<file path="src/core/mbd_pkg.sv">
// Purpose : shared constants for the mic bias current detect interrupt block
// Assumes : 250 MHz system clock, comparator inputs synchronous to clk_i
// Notes   : register map, field positions, reset values and filter counts
package mbd_pkg;

  // ==========================================================================
  // timing
  localparam int unsigned CLK_PERIOD_NS    = 4;
  localparam int unsigned SAMPLE_PERIOD_NS = 1000;
  localparam int unsigned SAMPLE_CYCLES    = (SAMPLE_PERIOD_NS + CLK_PERIOD_NS - 1)
                                             / CLK_PERIOD_NS;
  localparam int unsigned SDIV_W           = 8;

  // ==========================================================================
  // filter sample counts
  localparam int unsigned CNT_W            = 8;
  localparam logic [7:0]  PRES_BASE_N      = 8'h04;
  localparam logic [7:0]  PRES_DB_N        = 8'h40;
  localparam logic [7:0]  HOOK_BASE_N      = 8'h0A;
  localparam logic [7:0]  HOOK_DB_N        = 8'h28;

  // ==========================================================================
  // register bus
  localparam int unsigned ADDR_W           = 8;
  localparam int unsigned DATA_W           = 16;
  localparam logic [7:0]  REG_CTRL         = 8'h00;
  localparam logic [7:0]  REG_STATUS       = 8'h01;
  localparam logic [7:0]  REG_CLEAR        = 8'h02;
  localparam logic [7:0]  REG_ENABLE       = 8'h03;
  localparam logic [7:0]  REG_LIVE         = 8'h04;

  // control fields
  localparam int unsigned CTRL_PRES_POL    = 0;
  localparam int unsigned CTRL_HOOK_POL    = 1;
  localparam int unsigned CTRL_PRES_DB     = 2;
  localparam int unsigned CTRL_HOOK_DB     = 3;
  localparam int unsigned CTRL_GPIO_SEL    = 4;
  localparam int unsigned CTRL_W           = 5;
  localparam logic [4:0]  CTRL_RST         = 5'h00;

  // event fields (status, clear, enable, live)
  localparam int unsigned EV_PRES          = 0;
  localparam int unsigned EV_HOOK          = 1;
  localparam int unsigned EV_W             = 2;
  localparam logic [1:0]  EV_RST           = 2'h0;

endpackage : mbd_pkg

</file>
<file path="src/core/mbd_detect_irq.sv">
// Purpose : mic presence and hook switch detection with sticky interrupts
// Assumes : comparator outputs synchronous to clk_i; simple strobe register port
// Notes   : gpio_o shows one filtered detection result, chosen in control
//
// Local design decisions: the address-and-strobe port and the placing of the registers.
`timescale 1ns/1ns

// Function
// - Presence debounce filtering applies only when its enable bit is 1.
// - Hook press flagged only after 10 consecutive samples above threshold.
// - Extra hook debounce filtering applies when its enable bit is 1.
// - Detection results can be shown live on a general purpose pin.
// - With polarity 1, release flagged after 10 consecutive samples below.
// - Pin changes carry the same detection delays as the flags.
module mbd_detect_irq
  import mbd_pkg::*;
(
  input  wire logic                     clk_i,
  input  wire logic                     sys_rst_i,
  input  wire logic                     pres_above_i,
  input  wire logic                     hook_above_i,
  input  wire logic [mbd_pkg::ADDR_W-1:0] addr_i,
  input  wire logic [mbd_pkg::DATA_W-1:0] wr_data_i,
  input  wire logic                     wr_i,
  input  wire logic                     rd_i,
  output logic      [mbd_pkg::DATA_W-1:0] rd_data_o,
  output logic                          irq_o,
  output logic                          gpio_o
);

  // ==========================================================================
  // state
  logic [CTRL_W-1:0] ctrl_r;
  logic [CTRL_W-1:0] ctrl_nxt;
  logic [EV_W-1:0]   flag_r;
  logic [EV_W-1:0]   flag_nxt;
  logic [EV_W-1:0]   en_r;
  logic [EV_W-1:0]   en_nxt;
  logic [SDIV_W-1:0] div_r;
  logic [SDIV_W-1:0] div_nxt;
  logic              sample_r;
  logic              sample_nxt;
  logic [DATA_W-1:0] rd_data_nxt;
  logic              irq_nxt;
  logic              gpio_nxt;
  logic              pres_state;
  logic              hook_state;

  // ==========================================================================
  // register decode
  wire wr_ctrl_w   = wr_i && (addr_i == REG_CTRL);
  wire wr_clear_w  = wr_i && (addr_i == REG_CLEAR);
  wire wr_enable_w = wr_i && (addr_i == REG_ENABLE);

  wire [EV_W-1:0] live_w   = {hook_state, pres_state};
  wire [EV_W-1:0] pol_w    = {ctrl_r[CTRL_HOOK_POL], ctrl_r[CTRL_PRES_POL]};
  wire [EV_W-1:0] set_w    = live_w ^ pol_w;
  wire [EV_W-1:0] clr_w    = wr_clear_w ? wr_data_i[EV_W-1:0] : EV_RST;

  function automatic logic [DATA_W-1:0] pad_fn(input logic [CTRL_W-1:0] v);
    pad_fn = {{(DATA_W-CTRL_W){1'b0}}, v};
  endfunction : pad_fn

  // ==========================================================================
  // sample strobe
  wire div_end_w = div_r == SDIV_W'(SAMPLE_CYCLES - 1);

  always_comb begin
    div_nxt    = div_end_w ? '0 : div_r + 8'h01;
    sample_nxt = div_end_w;
  end

  // ==========================================================================
  // filters
  // presence debounce gated by enable
  mbd_filter #(
    .BASE_N (PRES_BASE_N),
    .DB_N   (PRES_DB_N)
  ) u_pres_filter (
    .clk_i     (clk_i),
    .sys_rst_i (sys_rst_i),
    .sample_i  (sample_r),
    .raw_i     (pres_above_i),
    .db_en_i   (ctrl_r[CTRL_PRES_DB]),
    .state_o   (pres_state)
  );

  mbd_filter #(
    .BASE_N (HOOK_BASE_N),
    .DB_N   (HOOK_DB_N)
  ) u_hook_filter (
    .clk_i     (clk_i),
    .sys_rst_i (sys_rst_i),
    .sample_i  (sample_r),
    .raw_i     (hook_above_i),
    .db_en_i   (ctrl_r[CTRL_HOOK_DB]),
    .state_o   (hook_state)
  );

  // ==========================================================================
  // registers and flags
  always_comb begin
    ctrl_nxt = wr_ctrl_w ? wr_data_i[CTRL_W-1:0] : ctrl_r;
    en_nxt   = wr_enable_w ? wr_data_i[EV_W-1:0] : en_r;
    flag_nxt = (flag_r & ~clr_w) | set_w;
  end

  // ==========================================================================
  // read mux, pin and interrupt
  always_comb begin
    rd_data_nxt = '0;
    if (rd_i) begin
      case (addr_i)
        REG_CTRL:   rd_data_nxt = pad_fn(ctrl_r);
        REG_STATUS: rd_data_nxt = pad_fn(CTRL_W'(flag_r));
        REG_ENABLE: rd_data_nxt = pad_fn(CTRL_W'(en_r));
        REG_LIVE:   rd_data_nxt = pad_fn(CTRL_W'(live_w));
        default:    rd_data_nxt = '0;
      endcase
    end
    gpio_nxt = ctrl_r[CTRL_GPIO_SEL] ? hook_state : pres_state;
    irq_nxt  = |(flag_nxt & en_nxt);
  end

  always_ff @(posedge clk_i) begin
    if (sys_rst_i) begin
      ctrl_r    <= CTRL_RST;
      en_r      <= EV_RST;
      flag_r    <= EV_RST;
      div_r     <= '0;
      sample_r  <= 1'b0;
      rd_data_o <= '0;
      irq_o     <= 1'b0;
      gpio_o    <= 1'b0;
    end else begin
      ctrl_r    <= ctrl_nxt;
      en_r      <= en_nxt;
      flag_r    <= flag_nxt;
      div_r     <= div_nxt;
      sample_r  <= sample_nxt;
      rd_data_o <= rd_data_nxt;
      irq_o     <= irq_nxt;
      gpio_o    <= gpio_nxt;
    end
  end

endmodule : mbd_detect_irq

</file>
<file path="src/core/mbd_filter.sv">
// Purpose : consecutive-sample filter for one bias current comparator
// Assumes : sample_i is a one-cycle strobe, raw_i synchronous to clk_i
// Notes   : state flips only after the required run of disagreeing samples
`timescale 1ns/1ns
module mbd_filter
  import mbd_pkg::*;
#(
  parameter logic [7:0] BASE_N = 8'h01,
  parameter logic [7:0] DB_N   = 8'h01
) (
  input  wire logic clk_i,
  input  wire logic sys_rst_i,
  input  wire logic sample_i,
  input  wire logic raw_i,
  input  wire logic db_en_i,
  output logic      state_o
);

  logic [CNT_W-1:0] cnt_r;
  logic [CNT_W-1:0] cnt_nxt;
  logic             state_r;
  logic             state_nxt;
  wire  [CNT_W-1:0] need_w  = db_en_i ? DB_N : BASE_N;
  wire              diff_w  = raw_i != state_r;
  wire  [CNT_W-1:0] cnt_inc = cnt_r + 8'h01;
  wire              run_w   = diff_w && (cnt_inc >= need_w);

  // ==========================================================================
  // run counter
  always_comb begin
    cnt_nxt   = cnt_r;
    state_nxt = state_r;
    if (sample_i) begin
      if (!diff_w || run_w) begin
        cnt_nxt = '0;
      end else begin
        cnt_nxt = cnt_inc;
      end
      if (run_w) begin
        state_nxt = raw_i;
      end
    end
  end

  always_ff @(posedge clk_i) begin
    if (sys_rst_i) begin
      cnt_r   <= '0;
      state_r <= 1'b0;
    end else begin
      cnt_r   <= cnt_nxt;
      state_r <= state_nxt;
    end
  end

  assign state_o = state_r;

endmodule : mbd_filter

</file>
<file path="config.mk">
export PLATFORM = sky130hd
export DESIGN_NAME = mbd_detect_irq
export DESIGN_NICKNAME = d
export VERILOG_FILES = /design/src/core/mbd_pkg.sv /design/src/core/mbd_detect_irq.sv /design/src/core/mbd_filter.sv
export SDC_FILE = /design/constraint.sdc
export NUM_CORES = 1
export LEC_CHECK = 0
export BUFFER_PORTS_ARGS = -buffer_cell sky130_fd_sc_hd__buf_2
export CAP_MARGIN = 40
export CORE_ASPECT_RATIO = 1.1
export CORE_MARGIN = 3
export CORE_UTILIZATION = 40
export DETAILED_ROUTE_END_ITERATION = 12
export PLACE_DENSITY = 0.66
export SYNTH_ARGS = -nofsm -noshare
export SYNTH_HDL_FRONTEND = slang
export SYNTH_SLANG_ARGS = --single-unit
</file>
<file path="constraint.sdc">
create_clock -name clk_i -period 3.2 [get_ports clk_i]
set_clock_uncertainty 0.2 [all_clocks]
set_input_delay 0.8 -clock clk_i [delete_from_list [all_inputs] [get_ports clk_i]]
set_output_delay 0.8 -clock clk_i [all_outputs]
set_load 0.01 [all_outputs]
</file>
* After elaboration in Yosys (flattened, before gate mapping)
Index checks and enable logic that the tools add are counted.
** Cells by class
- Order comparisons :: 2
- Reductions and logical operators :: 15
- Mux-type cells :: 8
- Add/sub/neg operators :: 3
- Eq/ne operators :: 7
- Bitwise operators :: 6
** Operators by type and width (number)
- $add A8 B1 Y8 const B :: 3
- $pmux W5 S4 :: 1
- $eq A8 B2 Y1 const B :: 2
- $ge A8 B8 Y1 :: 2
- $mux W8 :: 2
- $eq A8 B1 Y1 const B :: 1
- $eq A8 B3 Y1 const B :: 1
- $eq A8 B8 Y1 const B :: 1
- $logic_not A8 Y1 :: 1
- $mux W7 :: 1
- $mux W6 :: 1
- $reduce_or A2 Y1 :: 3
- $logic_and A1 B1 Y1 :: 5
- $and A2 B2 Y2 :: 2
- $mux W2 :: 2
- $reduce_and A2 Y1 :: 2
- $logic_not A1 Y1 :: 2
- $logic_or A1 B1 Y1 :: 2
- $ne A1 B1 Y1 :: 2
- $not A2 Y2 :: 1
- $or A2 B2 Y2 :: 1
- $xor A2 B2 Y2 :: 1
- $mux W1 :: 1
- $not A1 Y1 :: 1
** Word-level totals
- Input bits :: 30
- Flip-flop bits (word level) :: 54
- Word-level logic and storage cells :: 53
- Output and inout port bits :: 18

* Depth between registers and ports, before layout
Gate-level depths: netlist of run 1.
- Depth in word-level cells :: 8
- Depth in mapped cells :: 11
- Gate-level depth less buffers :: 10

* By module
A second synthesis of run 1 with hierarchy kept.
** Second synthesis, totals
- Cell total of the unflattened synthesis :: 269
- Area, all modules :: 2446.1 µm²
** By module, submodules not included
- mbd_detect_irq :: times used 1, cells an instance 122, area an instance 1152.4 µm², seq. area each 500.5 µm²
- mbd_filter (u_pres_filter) :: times used 1, cells an instance 80, area an instance 696.9 µm², seq. area each 180.2 µm²
- mbd_filter (u_hook_filter) :: times used 1, cells an instance 67, area an instance 596.8 µm², seq. area each 180.2 µm²

* Worst setup path after synthesis of run 1
Ideal clock, no wire load.
- Path kind :: reg-to-reg
- Start point :: register u_pres_filter.cnt_r[1]
- End point :: register u_pres_filter.cnt_r[0]
- Data required time :: 2.930 ns
- Buffers on the path :: 1
- Setup time :: 0.070 ns
- Clock period less this slack :: 2.942 ns
- Arrival time :: 2.671 ns
- Path slack :: 0.258 ns
- Cell stages (with the launch flop) :: 11
- Cell sequence :: dfxtp_1 > ha_1 > and3_1 > clkbuf_1 > nand3_1 > xnor2_1 > ha_1 > or4b_4 > a21bo_1 > or4_1 > a21oi_1
** Between the ends
- Word-level cells in the longest chain between the ends :: 5
** Ends and longest elaborated chain
- from (decl) :: RTL line mbd_filter.sv:19 : logic [CNT_W-1:0] cnt_r;
- from (signal assigned) :: RTL line mbd_filter.sv:50 : cnt_r <= cnt_nxt;
- $add A8 B1 Y8 :: RTL line mbd_filter.sv:25 : wire [CNT_W-1:0] cnt_inc = cnt_r + 8'h01;
- $ge A8 B8 Y1 :: RTL line mbd_filter.sv:26 : wire run_w = diff_w && (cnt_inc >= need_w);
- $logic_and A1 B1 Y1 :: RTL line mbd_filter.sv:26
- $logic_or A1 B1 Y1 :: RTL line mbd_filter.sv:34 : if (!diff_w || run_w) begin
- $mux W8 :: RTL line mbd_filter.sv:34
Every way passes these cells.
A chain may end at the register's enable or synchronous reset.

* Worst setup path after layout of run 1
- Start point :: register u_pres_filter.cnt_r[0]
- End point :: register u_pres_filter.cnt_r[0]
** Between the ends
- Word-level cells in the longest chain between the ends :: 5
** Ends and longest elaborated chain (RTL line)
- $add A8 B1 Y8 (*) :: mbd_filter.sv:25
- $ge A8 B8 Y1 :: mbd_filter.sv:26
- $logic_and A1 B1 Y1 :: mbd_filter.sv:26
- $logic_or A1 B1 Y1 :: mbd_filter.sv:34
- $mux W8 (*) :: mbd_filter.sv:34
Every way passes the cells marked *; elsewhere a longest branch is shown, timed or not.

==> impl_metrics.py, run 1 <==
metrics = {
    "status": {
        "status": "completed",
    },
    "sta": {
        "hold_ws_ps": 286,
        "fmax_ghz": 0.357,
        "slew_headroom_pct": 59.9,
        "setup_violations": 0,
        "hold_viol": 0,
        "tightest_slew_ps": 602,
        "finalMaxSlewViolations": 0,
        "rsz0062_at_grt": "no",
        "finalCritPeriodShare_pct": 87.6,
        "fin_setup_tns_ps": 0,
        "post-route-min-period_ps": 2800,
    },
    "clock_network": {
        "cts_hold_repair.buffers": 0,
        "clockBufferDepth": 2,
        "numCtsBuffers": 5,
        "cts_sinks": 43,
        "cts_resized": 0,
        "clock_latency_ps": 300,
        "root_buffer": "clkbuf_8",
        "cts.htree.levels": 2,
        "post_cts_buffers": 0,
        "clk_pin_slew_worst_paths_ps": 80,
        "cts_tree": "built",
    },
    "drt": {
        "dr.pass1.iters": 4,
        "routed_wl_um": 4630,
        "postRouteAntennaNets": 0,
        "drc_errors": 0,
        "vias": 1913,
        "dr.first_iter.drc_count": 78,
        "viasPerCell": 5.14,
        "wire_per_inst_um": 12.4,
    },
    "power_and_ir_drop": {
        "irDropWorstVdd_mv": 0.223,
        "power.density_nw_per_um2": 399,
        "p_leak_nw": 1.08,
        "finalPower_w": 0.00104,
    },
    "die": {
        "ioPinCount": 48,
        "start_util_pct": 42.2,
        "core_area_um2": 5470,
        "die_area_um2": 6720,
        "die_h_um": 85.7,
        "die-width_um": 78.4,
        "rows": 28,
    },
    "cells_and_area": {
        "multi_input_area_um2": 1320,
        "seqCellArea_um2": 861,
        "fillers": 542,
        "nets": 335,
        "area_growth_pct": 12.7,
        "drive_above_1_share_pct": 16.2,
        "num_antenna_cells": 0,
        "stdcell_area_um2": 2600,
        "finish.utilization_pct": 47.6,
    },
    "setup_path": {
        "rr_worst_depth": 9,
        "crit_type": "flop to flop",
        "start_kind": "flop",
        "path_max_fanout": 4,
        "end_kind": "flop",
        "worstPathRequired_ps": 3230,
        "arrival_ps": 2830,
    },
    "job": {
        "cap_viol_max_count": 0,
    },
    "place": {
        "place.gp.congestion": 0.823,
        "dpl-instance-area_um2": 2480,
        "port_buffers": 25,
        "dp_hpwl_um": 3390,
    },
    "logic_synthesis": {
        "synth-edff-count": 0,
        "yosysUniqueCellTypes": 50,
        "async_reset_ff_share_pct": 0,
        "syn_inst": 269,
        "ys_warn_count": 0,
        "synth-main-ff-cell": "dfxtp_1",
        "ys_ff_latch": 43,
        "syn_area_per_cell_um2": 8.58,
        "syn_area_um2": 2310,
        "seq_area_frac_synth_pct": 37.3,
    },
    "global_routing": {
        "grt_first_pass_wirelength_um": 8120,
        "first_global_vias": 1783,
        "grt_util_all_layers_pct": 14.9,
        "grt_max_degree": 28,
        "overflow": 0,
        "antenna_found_initial": 0,
    },
    "worst_hold_path": {
        "holdPathStages": 1,
        "hold_path_class": "flop to flop",
    },
}
==> cell families (layout without fill, tap and decap cells) <==
logic type	count (synthesis)	in the layout	synth area share, %
buf+inv	31	49	7.26
flops	43	43	37.3
mux	13	13	5.64
other cells	1	11	0.162
simple gates	108	108	24.4
xor+xnor	15	15	5.69
fa+ha+maj	9	9	4.88
compound gates	49	49	14.7
==> per-stage QoR <==
step,cells,worst slack (ps)
after CTS,372,383
after global routing,372,185
after floorplan,279,258
after detailed placement,364,418
after global placement,363,418
final,372,397
==> path summary, 6_finish.rpt <==
kind                                from                      to  slack [ps]
setup / recovery  u_pres_filter.cnt_r[0]  u_pres_filter.cnt_r[0]         400
hold / removal                  div_r[0]                div_r[0]         290
setup reg to reg  u_pres_filter.cnt_r[0]  u_pres_filter.cnt_r[0]         400
hold reg to reg                 div_r[0]                div_r[0]         290
==> per-layer routing <==
metal	wire length, um	track usage, %
met1	2160	18.4
met2	2260	25.4
met3	159	3.57
met4	59	5.09
met5	0	0
==> flip-flops by register name, summed over array words and instances, names as in the netlist <==
register               flops
div_r                      8
u_hook_filter.cnt_r        8
u_pres_filter.cnt_r        8
ctrl_r                     5
rd_data_o                  5
en_r                       2
flag_r                     2
gpio_o                     1
irq_o                      1
sample_r                   1
u_hook_filter.state_o      1
u_pres_filter.state_o      1
==> power breakdown <==
group / switching (W) / leakage, nW / internal [W]
Combinational: 0.0000299 / 0.670 / 0.0000169
Clock: 0.000193 / 0.0618 / 0.000257
Sequential: 0.00000337 / 0.347 / 0.000538
==> synth_stat cells (8+ instances only) <==
| master | n | area [um2] |
|---|---|---|
| a21oi_1 | 15 | 75.1 |
| nand3_1 | 11 | 55.1 |
| inv_1 | 8 | 30.0 |
| nand2_1 | 26 | 97.6 |
| xor2_1 | 8 | 70.1 |
| ha_1 | 9 | 113 |
| dfxtp_1 | 43 | 861 |
| buf_4 | 13 | 97.6 |
| mux2i_1 | 13 | 130 |
| nor2_1 | 30 | 113 |
==> critical path: stages (launching register included) <==
cell and delay [ps]:
dfxtp_1 340, ha_1 230, and3_1 200, nand3_1 90, xnor2_1 160, ha_1 200, or4b_4 560, a21bo_1 220
or4_1 410, a21oi_1 130
==> placed cells by master, fill, tap and decap left out, types with 6 or more instances in the layout <==
master / instances
a21oi_1: 15
a31oi_1: 6
and2_1: 7
buf_2: 26
buf_4: 6
clkbuf_8: 6
conb_1: 11
dfxtp_1: 43
ha_1: 9
inv_1: 8
mux2i_1: 13
nand2_1: 26
nand3_1: 11
nand4_1: 7
nor2_1: 30
xnor2_1: 7
xor2_1: 8
==> layout make-up <==
class                   count  share of cell area [%]
clock buffers               6                    3.17
clock inverters             2                    1.49
inverters                   9                    1.30
multi-input cells         205                    50.6
flip-flops and latches     43                    33.1
well taps                  75                    3.61
repair buffers             32                    6.73
No activity file was read; power rests on OpenSTA's default activity.
==> inputs of run 2 (changes only) <==
--- a/config.mk
+++ b/config.mk
@@ -14,4 +14,5 @@
 export PLACE_DENSITY = 0.66
 export SYNTH_ARGS = -nofsm -noshare
 export SYNTH_HDL_FRONTEND = slang
+export SYNTH_HIERARCHICAL = 1
 export SYNTH_SLANG_ARGS = --single-unit
==> impl_metrics.py, run 2 <==
metrics = {
    "global_routing": {
        "grt_first_pass_wirelength_um": 8190,
        "grt_max_degree": 28,
        "first_global_vias": 1869,
        "grt_util_all_layers_pct": 14.5,
        "overflow": 0,
        "antenna_found_initial": 0,
    },
    "setup_path": {
        "crit_type": "flop to flop",
        "path_max_fanout": 10,
        "regToRegSetupSlack_ps": 340,
        "arrival_ps": 2880,
        "worstPathRequired_ps": 3220,
        "reg2reg_to": "u_pres_filter/cnt_r[3]",
        "rr_worst_depth": 9,
        "end_kind": "flop",
        "r2r_start": "u_pres_filter/cnt_r[0]",
        "start_kind": "flop",
    },
    "status": {
        "status": "completed",
    },
    "cells_and_area": {
        "final_common_cell": "dfxtp_1",
        "multi_input_area_um2": 1440,
        "reg_top3": "div_r x8, u_hook_filter/cnt_r x8, u_pres_filter/cnt_r x8",
        "seqCellArea_um2": 861,
        "fillers": 570,
        "nets": 334,
        "area_growth_pct": 11.2,
        "num_antenna_cells": 0,
        "final_cell_mix": "dfxtp_1 (43), nor2_1 (29), buf_2 (25)",
        "drive_above_1_share_pct": 19.6,
        "stdcell_area_um2": 2720,
    },
    "worst_hold_path": {
        "holdPathStages": 1,
        "hold_path_class": "flop to flop",
        "min_from": "div_r[0]",
        "whs_endpoint": "div_r[0]",
    },
    "sta": {
        "finalMaxSlewViolations": 0,
        "fmax_ghz": 0.350,
        "rsz0062_at_grt": "no",
        "tightest_slew_ps": 548,
        "post-route-min-period_ps": 2860,
        "finalCritPeriodShare_pct": 89.3,
        "fin_setup_tns_ps": 0,
        "slew_headroom_pct": 63.4,
        "setup_violations": 0,
        "hold_ws_ps": 288,
        "hold_viol": 0,
    },
    "die": {
        "ioPinCount": 48,
        "die-width_um": 80.6,
        "start_util_pct": 41.9,
        "die_h_um": 88.0,
        "rows": 29,
        "die_area_um2": 7090,
        "core_area_um2": 5840,
    },
    "drt": {
        "dr.first_iter.drc_count": 86,
        "routed_wl_um": 4670,
        "drc_errors": 0,
        "dr.pass1.iters": 4,
        "wire_per_inst_um": 12.5,
        "vias": 1937,
        "viasPerCell": 5.19,
        "postRouteAntennaNets": 0,
    },
    "logic_synthesis": {
        "ys_ff_latch": 43,
        "yosysUniqueCellTypes": 64,
        "synth_area_leader_cell": "dfxtp_1",
        "async_reset_ff_share_pct": 0,
        "seq_area_frac_synth_pct": 35.2,
        "syn_area_um2": 2450,
        "synth_top_area_share_pct": 35.2,
        "synth-edff-count": 0,
        "synth-main-ff-cell": "dfxtp_1",
        "syn_inst": 269,
        "synth_common_cells": "dfxtp_1 (43), nor2_1 (29), buf_4 (14)",
        "ys_warn_count": 6,
        "synth.area.top_cells": "dfxtp_1 (35%), mux2i_1 (4.9%), ha_1 (4.6%), nor2_1 (4.5%), buf_4 (4.3%)",
        "syn_area_per_cell_um2": 9.09,
        "yosysMostFrequentCell": "dfxtp_1",
    },
    "clock_network": {
        "cts.htree.levels": 2,
        "cts_tree": "built",
        "clockBufferDepth": 2,
        "root_buffer": "clkbuf_8",
        "cts_sinks": 43,
        "numCtsBuffers": 5,
        "cts_hold_repair.buffers": 0,
        "clock_latency_ps": 290,
        "post_cts_buffers": 0,
        "cts_resized": 0,
        "clk_pin_slew_worst_paths_ps": 80,
    },
    "place": {
        "dpl-instance-area_um2": 2600,
        "port_buffers": 25,
        "place.gp.congestion": 0.823,
        "dp_hpwl_um": 3430,
    },
    "power_and_ir_drop": {
        "irDropWorstVdd_mv": 0.332,
        "p_leak_nw": 1.14,
        "finalPower_w": 0.00103,
        "power.density_nw_per_um2": 379,
    },
    "job": {
        "cap_viol_max_count": 0,
    },
}
==> run 2: stage by stage <==
| step | util, % | worst slack, ps | cells |
|---|---|---|---|
| 5_1_grt | 46.6 | 125 | 373 |
| 4_1_cts | 46.6 | 345 | 373 |
| 2_1_floorplan | - | 445 | 279 |
| 6_report | 46.6 | 341 | 373 |
| 3_3_place_gp | 44.5 | 452 | 365 |
| 3_5_place_dp | 44.5 | 381 | 365 |
==> run 2: metal layers <==
layer	GRT usage [%]	up-vias	part of all wire [%]
met1	18.0	892	46
met3	3.91	8	3.8
met4	5.84	0	1.7
li1	-	1000	-
met5	0	-	0
met2	23.7	37	49
==> run 2: kinds of logic (layout without fill, tap and decap cells) <==
| family | count (synthesis) | count (layout) | synth area share [%] |
|---|---|---|---|
| adder cells (fa/ha/maj) | 9 | 9 | 4.60 |
| XOR/XNOR | 13 | 13 | 4.65 |
| flip-flops | 43 | 43 | 35.2 |
| buffers and inverters | 33 | 50 | 7.57 |
| multiplexers | 14 | 14 | 5.83 |
| other | 1 | 11 | 0.153 |
| AO/OA/AOI/OAI | 48 | 48 | 16.3 |
| AND/OR/NAND/NOR | 108 | 108 | 25.7 |
==> run 2: power breakdown <==
| part | switching [W] | internal [W] |
|---|---|---|
| sequential | 0.00000416 | 0.000538 |
| clock | 0.000177 | 0.000252 |
| combinational | 0.0000368 | 0.0000232 |
==> run 2: worst max path at each step <==
stage | startpoint | endpoint | slack, ps | cells past startpoint
3_3_place_gp | u_pres_filter/cnt_r[0] | u_pres_filter/cnt_r[3] | 450 | 9
3_5_place_dp | u_pres_filter/cnt_r[0] | u_pres_filter/cnt_r[2] | 380 | 9
6_report | u_pres_filter/cnt_r[0] | u_pres_filter/cnt_r[3] | 340 | 9
5_1_grt | u_pres_filter/cnt_r[0] | u_pres_filter/cnt_r[3] | 130 | 9
4_1_cts | u_pres_filter/cnt_r[0] | u_pres_filter/cnt_r[3] | 350 | 9
2_1_floorplan | u_pres_filter/cnt_r[0] | u_pres_filter/cnt_r[2] | 450 | 10
==> run 2: cell type report <==
type	count	share of cell area, %
well taps	77	3.54
multi-input cells	203	52.9
flip-flops and latches	43	31.6
inverters	12	1.66
clock buffers	6	3.04
clock inverters	2	1.29
repair buffers	30	5.98
==> run 2: worst max-delay path: stages, from the launching register on <==
cell,delay (ps)
dfxtp_1,340
ha_1,210
and3_1,290
nand3_1,130
xnor2_1,190
ha_1,210
or4b_4,560
a21oi_4,310
nand4_1,140
a31oi_1,190
